[src/pkg/rps_map.svh]
// Offsets, field positions, reset values and timing counts of the
// reset, prescaler and watchdog block. Definitions only.
`ifndef RPS_MAP_SVH
`define RPS_MAP_SVH
`define OFS_DIVCTL 8'h00
`define OFS_WDCTL 8'h04
`define OFS_MISC 8'h08
`define OFS_STATUS 8'h0C
`define DC_MASK_BIT 3
`define DC_CLR_BIT 2
`define WD_CLR_BIT 3
`define WD_SLMASK_BIT 2
`define MC_CLKOUT_BIT 0
`define MC_WDOG_DIS_BIT 1
`define MC_SOFTWARE_POWER_ON_RESET_START_BIT 2
`define ST_COLD_BIT 0
`define ST_PCOK_BIT 1
`define RST_SEL 2'h0
`define RST_SLMASK 1'h1
`define RESP_OKAY 2'h0
`define RESP_SLVERR 2'h2
`define ACLK_HZ 10000000
`define SYS_CLK_HZ 32768
`define COLD_TICKS 16'h8000
`define PC_FIRST_TICK 16'h4000
`define TAP_1HZ 14
`define TAP_8HZ 11
`define TAP_32HZ 9
`define WD_LAST 2'h2
`define WD_HOLD_TICKS 2'h2
// Jump-to-zero encoding is arbitrary here; the core decodes it
`define JUMP0_OPCODE 16'h0000
`endif

[src/pkg/rps_pkg.sv]
// Types shared by the reset, prescaler and watchdog block.
// Assumes rps_map.svh supplies the numeric constants.
`default_nettype none
package rps_pkg;
  typedef enum logic [0:0] {
    PWR_COLD = 1'b0,
    PWR_RUN = 1'b1
  } pwr_state_t;
  typedef enum logic [1:0] {
    IRQ_NONE = 2'b00,
    IRQ_1HZ = 2'b01,
    IRQ_8HZ = 2'b10,
    IRQ_32HZ = 2'b11
  } irq_sel_t;
endpackage : rps_pkg
`default_nettype wire

[src/core/reset_prescaler_watchdog.sv]
// Reset sequencing, fifteen-stage prescaler and watchdog for the core.
// Assumes aclk at 10 MHz, an AXI4-Lite master on the same clock, and a
// supply comparator output arriving asynchronously.
//
// Contract
// Watchdog time-out reset only while watchdog disable bit is 0.
// Writing 1 to software POR bit starts full power-on reset.
// After software POR, stay in reset until power-check passes.
// Reset loads jump-zero, stack level zero, clears halt.
// Power-check holds cold reset until supply exceeds lowest threshold.
// First supply comparison after 16384 system clocks of cold start.
// Passing supply still waits for 32768-clock cold-start count.
// Failing supply rechecked every 8 Hz tick, reset held meanwhile.
// Clock-output bit drives 32.768 kHz system clock on strobe pin.
// Sleep stops the system clock; no derived clocks run.
// Prescaler is a fifteen-stage divider fed by the system clock.
// Select 00 none, 01 1 Hz, 10 8 Hz, 11 32 Hz interrupt.
// Control: mask bit 3, clear bit 2, select bits 1:0; reset 0.
// Watchdog not cleared within three seconds issues system reset.
// Watchdog keeps counting while the CPU is halted.
// Prescaler clear may shorten time-out to two seconds.
// Writing 1 to watchdog clear restarts it; 0 does nothing.
// Watchdog count bits 1:0 read-only, toggle 1/4, 1/2 Hz, reset 0.
// Software should clear watchdog from the 1 Hz interrupt.
// Strobe pin high while any system reset source is active.
// Watchdog disable bit reads 0 after reset.
// Prescaler clear write resets all divider stages.
// Watchdog clocked from 1 Hz tap, resets at three-second count.
//
// Design decisions made here: the AXI4-Lite slave port and the address map.
`default_nettype none
`include "rps_map.svh"
module reset_prescaler_watchdog import rps_pkg::*; #(
  parameter int SYS_DIV = `ACLK_HZ / `SYS_CLK_HZ,
  parameter bit POWER_CHECK = 1'b1
) (
  // Clock and reset
  input wire logic aclk,
  input wire logic aresetn,
  // AXI4-Lite slave
  input wire logic [7:0] awaddr,
  input wire logic awvalid,
  output logic awready,
  input wire logic [31:0] wdata,
  input wire logic [3:0] wstrb,
  input wire logic wvalid,
  output logic wready,
  output logic [1:0] bresp,
  output logic bvalid,
  input wire logic bready,
  input wire logic [7:0] araddr,
  input wire logic arvalid,
  output logic arready,
  output logic [31:0] rdata,
  output logic [1:0] rresp,
  output logic rvalid,
  input wire logic rready,
  // Supervision
  input wire logic supply_above_threshold,
  input wire logic sleep_mode,
  // Reset and clock outputs
  output logic sys_reset,
  output logic reset_cold,
  output logic strobe_reset_pin,
  output logic [14:0] prescaler_taps,
  output logic prescaler_irq,
  output logic timer_irq_mask,
  output logic sleep_write_mask,
  // CPU state forced by reset
  output logic [15:0] instruction_register_init,
  output logic [1:0] stack_pointer_init,
  output logic halt_clear
);
  localparam int DIV_W = $clog2(SYS_DIV + 1);
  localparam logic [DIV_W-1:0] DIV_LAST = DIV_W'(SYS_DIV - 1);
  localparam logic [DIV_W-1:0] DIV_HALF = DIV_W'(SYS_DIV / 2);

  // A tap's falling edge: all lower stages and itself are ones at tick
  function automatic logic tap_fall(input logic [14:0] cnt,
                                    input int k);
    logic [14:0] m;
    m = 15'((32'h0000_0002 << k) - 1);
    tap_fall = (cnt & m) == m;
  endfunction : tap_fall

  function automatic logic mapped(input logic [7:0] a);
    mapped = a == `OFS_DIVCTL || a == `OFS_WDCTL ||
             a == `OFS_MISC || a == `OFS_STATUS;
  endfunction : mapped

  logic [DIV_W-1:0] div_q;
  logic tick_q, sysclk_q;
  logic [14:0] pre_q;
  logic sup_m_q, sup_s_q;
  pwr_state_t pwr_q;
  logic [15:0] cold_q;
  logic pc_ok_q;
  logic [1:0] wd_q, hold_q;
  logic [1:0] sel_q;
  logic mask_q, slmask_q, clkout_q, wdog_dis_q;
  logic aw_q, w_q;
  logic [7:0] awa_q;
  logic [31:0] wd_data_q;
  logic [3:0] wst_q;
  logic wr_fire, wr_lo, soft_por, pre_clr, wd_clr;
  logic t1, t8, t32, wd_timeout, rst_any;

  // Slave side: write taken when both address and data are held
  assign wr_fire = aw_q && w_q && !bvalid;
  assign wr_lo = wr_fire && wst_q[0] && mapped(awa_q);
  assign soft_por = wr_lo && awa_q == `OFS_MISC &&
                    wd_data_q[`MC_SOFTWARE_POWER_ON_RESET_START_BIT];
  assign pre_clr = wr_lo && awa_q == `OFS_DIVCTL &&
                   wd_data_q[`DC_CLR_BIT];
  assign wd_clr = wr_lo && awa_q == `OFS_WDCTL &&
                  wd_data_q[`WD_CLR_BIT];

  always_ff @(posedge aclk) begin
    if (!aresetn) begin
      aw_q <= 1'b0;
      w_q <= 1'b0;
      awa_q <= 8'h00;
      wd_data_q <= 32'h0000_0000;
      wst_q <= 4'h0;
      awready <= 1'b1;
      wready <= 1'b1;
      bvalid <= 1'b0;
      bresp <= `RESP_OKAY;
    end else begin
      if (awvalid && awready) begin
        aw_q <= 1'b1;
        awa_q <= awaddr;
        awready <= 1'b0;
      end
      if (wvalid && wready) begin
        w_q <= 1'b1;
        wd_data_q <= wdata;
        wst_q <= wstrb;
        wready <= 1'b0;
      end
      if (wr_fire) begin
        bvalid <= 1'b1;
        bresp <= mapped(awa_q) ? `RESP_OKAY : `RESP_SLVERR;
      end
      if (bvalid && bready) begin
        bvalid <= 1'b0;
        aw_q <= 1'b0;
        w_q <= 1'b0;
        awready <= 1'b1;
        wready <= 1'b1;
      end
    end
  end

  always_ff @(posedge aclk) begin
    if (!aresetn) begin
      arready <= 1'b1;
      rvalid <= 1'b0;
      rdata <= 32'h0000_0000;
      rresp <= `RESP_OKAY;
    end else if (arvalid && arready) begin
      arready <= 1'b0;
      rvalid <= 1'b1;
      rresp <= mapped(araddr) ? `RESP_OKAY : `RESP_SLVERR;
      rdata <= 32'h0000_0000;
      case (araddr)
        `OFS_DIVCTL: begin
          rdata[`DC_MASK_BIT] <= mask_q;
          rdata[1:0] <= sel_q;
        end
        `OFS_WDCTL: begin
          rdata[`WD_SLMASK_BIT] <= slmask_q;
          rdata[1:0] <= wd_q;
        end
        `OFS_MISC: begin
          rdata[`MC_CLKOUT_BIT] <= clkout_q;
          rdata[`MC_WDOG_DIS_BIT] <= wdog_dis_q;
        end
        `OFS_STATUS: begin
          rdata[`ST_COLD_BIT] <= pwr_q == PWR_COLD;
          rdata[`ST_PCOK_BIT] <= pc_ok_q;
        end
        default: rdata <= 32'h0000_0000;
      endcase
    end else if (rvalid && rready) begin
      rvalid <= 1'b0;
      arready <= 1'b1;
    end
  end

  // Software registers; a system reset returns them to their defaults
  always_ff @(posedge aclk) begin
    if (!aresetn || sys_reset) begin
      sel_q <= `RST_SEL;
      mask_q <= 1'b0;
      slmask_q <= `RST_SLMASK;
      clkout_q <= 1'b0;
      wdog_dis_q <= 1'b0;
    end else if (wr_lo) begin
      case (awa_q)
        `OFS_DIVCTL: begin
          mask_q <= wd_data_q[`DC_MASK_BIT];
          sel_q <= wd_data_q[1:0];
        end
        `OFS_WDCTL: slmask_q <= wd_data_q[`WD_SLMASK_BIT];
        `OFS_MISC: begin
          clkout_q <= wd_data_q[`MC_CLKOUT_BIT];
          wdog_dis_q <= wd_data_q[`MC_WDOG_DIS_BIT];
        end
        default: mask_q <= mask_q;
      endcase
    end
  end

  // System clock enable; stands still in sleep, so nothing derived runs
  always_ff @(posedge aclk) begin
    if (!aresetn) begin
      div_q <= '0;
      tick_q <= 1'b0;
      sysclk_q <= 1'b0;
    end else if (sleep_mode) begin
      tick_q <= 1'b0;
      sysclk_q <= 1'b0;
    end else begin
      div_q <= div_q == DIV_LAST ? '0 : div_q + 1'b1;
      tick_q <= div_q == DIV_LAST;
      sysclk_q <= div_q < DIV_HALF;
    end
  end

  assign t1 = tick_q && tap_fall(pre_q, `TAP_1HZ);
  assign t8 = tick_q && tap_fall(pre_q, `TAP_8HZ);
  assign t32 = tick_q && tap_fall(pre_q, `TAP_32HZ);

  // Fifteen divider stages as one ripple count of system ticks
  always_ff @(posedge aclk) begin
    if (!aresetn || pre_clr) begin
      pre_q <= 15'h0000;
    end else if (tick_q) begin
      pre_q <= pre_q + 15'h0001;
    end
  end

  always_ff @(posedge aclk) begin
    if (!aresetn) begin
      prescaler_irq <= 1'b0;
    end else begin
      case (irq_sel_t'(sel_q))
        IRQ_1HZ: prescaler_irq <= t1;
        IRQ_8HZ: prescaler_irq <= t8;
        IRQ_32HZ: prescaler_irq <= t32;
        default: prescaler_irq <= 1'b0;
      endcase
    end
  end

  // Counts 1 Hz ticks whether or not the CPU is halted
  assign wd_timeout = !wdog_dis_q && t1 && wd_q == `WD_LAST;
  always_ff @(posedge aclk) begin
    if (!aresetn || sys_reset || wd_clr || wdog_dis_q) begin
      wd_q <= 2'h0;
    end else if (t1) begin
      wd_q <= wd_q + 2'h1;
    end
  end

  // A prescaler clear moves the next 1 Hz tick, so the limit is 2..3 s
  always_ff @(posedge aclk) begin
    if (!aresetn) begin
      hold_q <= 2'h0;
    end else if (wd_timeout) begin
      hold_q <= `WD_HOLD_TICKS;
    end else if (tick_q && hold_q != 2'h0) begin
      hold_q <= hold_q - 2'h1;
    end
  end

  always_ff @(posedge aclk) begin
    if (!aresetn) begin
      sup_m_q <= 1'b0;
      sup_s_q <= 1'b0;
    end else begin
      sup_m_q <= supply_above_threshold;
      sup_s_q <= sup_m_q;
    end
  end

  // Cold start: count oscillator ticks, then wait for a supply pass
  always_ff @(posedge aclk) begin
    if (!aresetn || soft_por) begin
      pwr_q <= PWR_COLD;
      cold_q <= 16'h0000;
      pc_ok_q <= !POWER_CHECK;
    end else begin
      case (pwr_q)
        PWR_COLD: begin
          if (tick_q && cold_q != `COLD_TICKS) begin
            cold_q <= cold_q + 16'h0001;
          end
          if (tick_q && sup_s_q && (cold_q == `PC_FIRST_TICK ||
              (cold_q > `PC_FIRST_TICK && t8))) begin
            pc_ok_q <= 1'b1;
          end
          if (cold_q == `COLD_TICKS && pc_ok_q) begin
            pwr_q <= PWR_RUN;
          end
        end
        default: pwr_q <= PWR_RUN;
      endcase
    end
  end

  assign rst_any = pwr_q == PWR_COLD || hold_q != 2'h0 || wd_timeout;

  always_ff @(posedge aclk) begin
    if (!aresetn) begin
      sys_reset <= 1'b1;
      reset_cold <= 1'b1;
      strobe_reset_pin <= 1'b1;
      prescaler_taps <= 15'h0000;
      timer_irq_mask <= 1'b0;
      sleep_write_mask <= `RST_SLMASK;
    end else begin
      sys_reset <= rst_any;
      reset_cold <= pwr_q == PWR_COLD;

      strobe_reset_pin <= clkout_q ? sysclk_q : rst_any;
      prescaler_taps <= pre_q;
      timer_irq_mask <= mask_q;
      sleep_write_mask <= slmask_q;
    end
  end

  always_ff @(posedge aclk) begin
    if (!aresetn || rst_any) begin
      instruction_register_init <= `JUMP0_OPCODE;
      stack_pointer_init <= 2'h0;
      halt_clear <= 1'b1;
    end else begin
      halt_clear <= 1'b0;
    end
  end

  property p_wd_off;
    @(posedge aclk) disable iff (!aresetn) wdog_dis_q |-> !wd_timeout;
  endproperty
  a_wd_off: assert property (p_wd_off)
    else $error("watchdog fired while disabled");

  property p_soft_por;
    @(posedge aclk) disable iff (!aresetn)
      soft_por |=> pwr_q == PWR_COLD && cold_q == 16'h0000 ##1 sys_reset;
  endproperty
  a_soft_por: assert property (p_soft_por)
    else $error("software reset did not restart cold start");

  property p_run_needs_pass;
    @(posedge aclk) disable iff (!aresetn)
      $rose(pwr_q == PWR_RUN) |-> $past(pc_ok_q) &&
        $past(cold_q) == `COLD_TICKS;
  endproperty
  a_run_needs_pass: assert property (p_run_needs_pass)
    else $error("reset released early");

  property p_first_check;
    @(posedge aclk) disable iff (!aresetn)
      $rose(pc_ok_q) |-> $past(cold_q) >= `PC_FIRST_TICK;
  endproperty
  a_first_check: assert property (p_first_check)
    else $error("supply compared before half cold start");

  property p_cpu_init;
    @(posedge aclk) disable iff (!aresetn)
      sys_reset |-> halt_clear && stack_pointer_init == 2'h0 &&
        instruction_register_init == `JUMP0_OPCODE;
  endproperty
  a_cpu_init: assert property (p_cpu_init)
    else $error("cpu reset state not forced");

  property p_sleep_stops;
    @(posedge aclk) disable iff (!aresetn)
      sleep_mode [*3] |-> !tick_q && $stable(pre_q);
  endproperty
  a_sleep_stops: assert property (p_sleep_stops)
    else $error("prescaler ran in sleep");

  property p_irq_sel;
    @(posedge aclk) disable iff (!aresetn)
      prescaler_irq |-> $past(sel_q) != 2'b00 &&
        ($past(sel_q) != 2'b01 || $past(pre_q) == 15'h7FFF);
  endproperty
  a_irq_sel: assert property (p_irq_sel)
    else $error("prescaler interrupt with wrong select");

  property p_wd_clear;
    @(posedge aclk) disable iff (!aresetn) wd_clr |=> wd_q == 2'h0;
  endproperty
  a_wd_clear: assert property (p_wd_clear)
    else $error("watchdog clear ignored");

  property p_strobe;
    @(posedge aclk) disable iff (!aresetn)
      !clkout_q |=> strobe_reset_pin == sys_reset;
  endproperty
  a_strobe: assert property (p_strobe)
    else $error("strobe does not follow reset");

  property p_timeout;
    @(posedge aclk) disable iff (!aresetn)
      wd_timeout |=> sys_reset ##1 wd_q == 2'h0;
  endproperty
  a_timeout: assert property (p_timeout)
    else $error("time-out gave no reset");

  c_run: cover property (@(posedge aclk) $rose(pwr_q == PWR_RUN));
  c_timeout: cover property (@(posedge aclk) wd_timeout);
  c_irq: cover property (@(posedge aclk) prescaler_irq);
  c_por: cover property (@(posedge aclk) soft_por);
endmodule : reset_prescaler_watchdog
`default_nettype wire

[config.mk]
export PLATFORM = sky130hd
export DESIGN_NAME = reset_prescaler_watchdog
export DESIGN_NICKNAME = d
export VERILOG_FILES = /design/src/pkg/rps_pkg.sv /design/src/core/reset_prescaler_watchdog.sv
export VERILOG_INCLUDE_DIRS = /design/src /design/src/pkg
export SDC_FILE = /design/constraint.sdc
export NUM_CORES = 1
export LEC_CHECK = 0
export ABC_AREA = 1
export BUFFER_PORTS_ARGS = -buffer_cell sky130_fd_sc_hd__buf_2
export CAP_MARGIN = 20
export CORE_UTILIZATION = 55
export DETAILED_ROUTE_END_ITERATION = 16
export HOLD_SLACK_MARGIN = 0.05
export PLACE_DENSITY = 0.95
export SETUP_SLACK_MARGIN = 0.1
export SLEW_MARGIN = 20
export SYNTH_ARGS = -nofsm -noshare
export SYNTH_HDL_FRONTEND = slang
export SYNTH_SLANG_ARGS = --single-unit
[constraint.sdc]
create_clock -name aclk -period 4.2 [get_ports aclk]
set_input_delay 0.84 -clock aclk [delete_from_list [all_inputs] [get_ports aclk]]
set_output_delay 0.84 -clock aclk [all_outputs]
set_load 0.005 [all_outputs]
==> impl_metrics.ini <==
[timing]
fin_ws_ns = 1.91
drv_slew = 0
tightest_slew_ns = 0.749
skew_ns = 0.0118
hold_viol = 0
relSlewSlack_pct = 50.1
timing.fmax_mhz = 438
fin_crit_sh_pct = 54.4
setup_viol = 0
period_needed_ns = 2.29
tns_ns = 0
rsz0062_at_grt = false

[logic_synthesis]
synth-seq-cells = 104
ys_warn_count = 0
syn_area_um2 = 4970
synth_top_area_share_pct = 41.9
netlist_instances = 672
synth_top_area_cell = dfxtp_1
synth_commonest_cells = nand2_1, dfxtp_1, nor2_1
yosysMostFrequentCell = nand2_1
synth_area_leaders = dfxtp_1, nand2_1, buf_4
synth-edff-count = 0
ys_types = 38
ys_seq_area_share_pct = 41.9
syn_avg_cell_area_um2 = 7.39
async_reset_ff_share_pct = 0
synth_ff_type = dfxtp_1

[die]
rows = 34
ios = 142
fp.dieW_um = 97.0
start_util_pct = 57.0
dieArea_um2 = 9420
core_um2 = 8720
die_y_um = 97.0

[drt]
route.vias.total = 4082
routed.top_layer = met4
routed_via_density = 4.81
met2_length_um = 4770
totalWireLength_um = 9460
route.met3.wl_um = 365
first_pass_iters = 5
wl_per_cell_um = 11.2
route.detailed.drc = 0
drt_first_iter_violations = 150
drtAntennaViolNets = 0
wirelength_met1_um = 4150

[power]
ir_worst_vdd_mv = 0.170
leakagePower_nw = 2.38
cellPowerDensity_nw_per_um2 = 331
total_power_mw = 1.78

[place]
gp_congestion = 0.902
dp_hpwl_um = 6870
pre_cts_ws_ns = 1.52
port_buffers = 62
dp_cells = 832

[setup_path]
crit_type = primary input to flip-flop
cp.arrival_ns = 2.60
rrSetupSlack_ns = 2.60
reg2reg_to = pwr_q
cp_slowest_cell = buf_2
reg2reg_depth = 6
start_kind = primary input
cp_slowest_stage_delay_ns = 0.57
cp.required_ns = 4.51
cp_cell_sequence = buf_2, inv_1, a21oi_1, inv_1, a21oi_1
worstPathMaxFanout = 41
r2r_start = bvalid
cp-end-kind = flip-flop

[clock_network]
clk_latency_ns = 0.37
cts_resized = 0
cts.sinks = 104
ctsHtreeMaxLevel = 3
numCtsBuffers = 9
ctsHoldBuffers = 0
cts-root-buf = clkbuf_8
path_clk_slew_ns = 0.10
cts_setup_buffers = 0
cts_tree = yes
clk_path_buf_depth = 2

[grt]
track_usage_pct = 20.7
grt_overflow = 0
grt_pass1_vias = 3702
grt_start_max_net_pins = 42
grt_pass1_wl_um = 16000
antenna_found_initial = 0

[worst_hold_path]
hold_end = sup_s_q
min_from = sup_m_q
hold_depth = 2
hold_class = flip-flop to flip-flop

[layout]
diodes = 0
final_core_util_pct = 61.6
fin_cells = 848
drive_gt1_share_pct = 14.3
area_growth_pct = 8.11
final_nets = 803
n_fill_cell = 782

[job]
cap_violations = 0

[run_status]
status = finished clean
## flip-flops by register name (all words and copies together), names as in the netlist, 2 cells and up
signal          count
pre_q              15
prescaler_taps     15
wd_q                2
sel_q               2
hold_q              2
wd_data_q           4
awa_q               8
rdata               4
div_q               9
cold_q             16
## power breakdown
part	total [mW]	switching, mW	internal [mW]
clock	0.652	0.351	0.301
sequential	1.02	0.0119	1.01
combinational	0.106	0.0725	0.0338
total	1.78	0.435	1.34
## placed cells by master (no fill, tap or decap), types with 8 or more instances in the layout
cell type	n
nand3_1	42
nor2_1	88
nand2_1	149
dfxtp_1	104
inv_1	84
xor2_1	16
o21ai_0	26
buf_2	62
a21oi_1	38
conb_1	48
nor3_1	8
clkbuf_8	10
## worst max-delay path: cells and delay by family
| kind | cells | cell delay, ns |
|---|---|---|
| buf+inv | 3 | 1.19 |
| compound gates | 2 | 0.55 |
## logic make-up after synthesis
kind of cell	count (synthesis)	synth area share, %
simple gates	318	28.2
buf+inv	142	14.9
flops	104	41.9
compound gates	79	9.40
xor+xnor	21	3.70
fa+ha+maj	7	1.76
other cells	1	0.0755
## routing by layer
metal	global-route usage [%]	up-vias
met5	0	-
met4	6.89	0
met3	3.76	15
met2	37.4	89
met1	24.7	1839
li1	-	2139
## worst max-delay path by stage
stage,to,from,slack (ns),cells past startpoint
floorplan,div_q[8],sleep_mode,2.54,7
global placement,sel_q[0],aresetn,1.55,5
detailed placement,sel_q[0],aresetn,1.52,5
CTS,wdog_dis_q,aresetn,1.89,5
global route,sel_q[0],aresetn,1.66,5
finish,div_q[0],aresetn,1.91,5
## stage by stage
step                      hold WS, ns  instance area [um2]
final                           0.444                 5370
after global routing            0.457                 5370
after CTS                       0.445                 5370
after detailed placement        0.416                 5170
after global placement          0.417                 5170
after floorplan                 0.390                 5140
## layout make-up
| class | count | area (um2) | share of cell area (%) |
|---|---|---|---|
| multi-input combinational | 473 | 2320 | 43.2 |
| clock inverter | 4 | 58.8 | 1.10 |
| tap | 108 | 135 | 2.52 |
| sequential | 104 | 2080 | 38.8 |
| inverter | 85 | 319 | 5.94 |
| timing repair buffer | 62 | 310 | 5.78 |
| clock buffer | 12 | 145 | 2.70 |
Power figures use the tool's default switching activity.
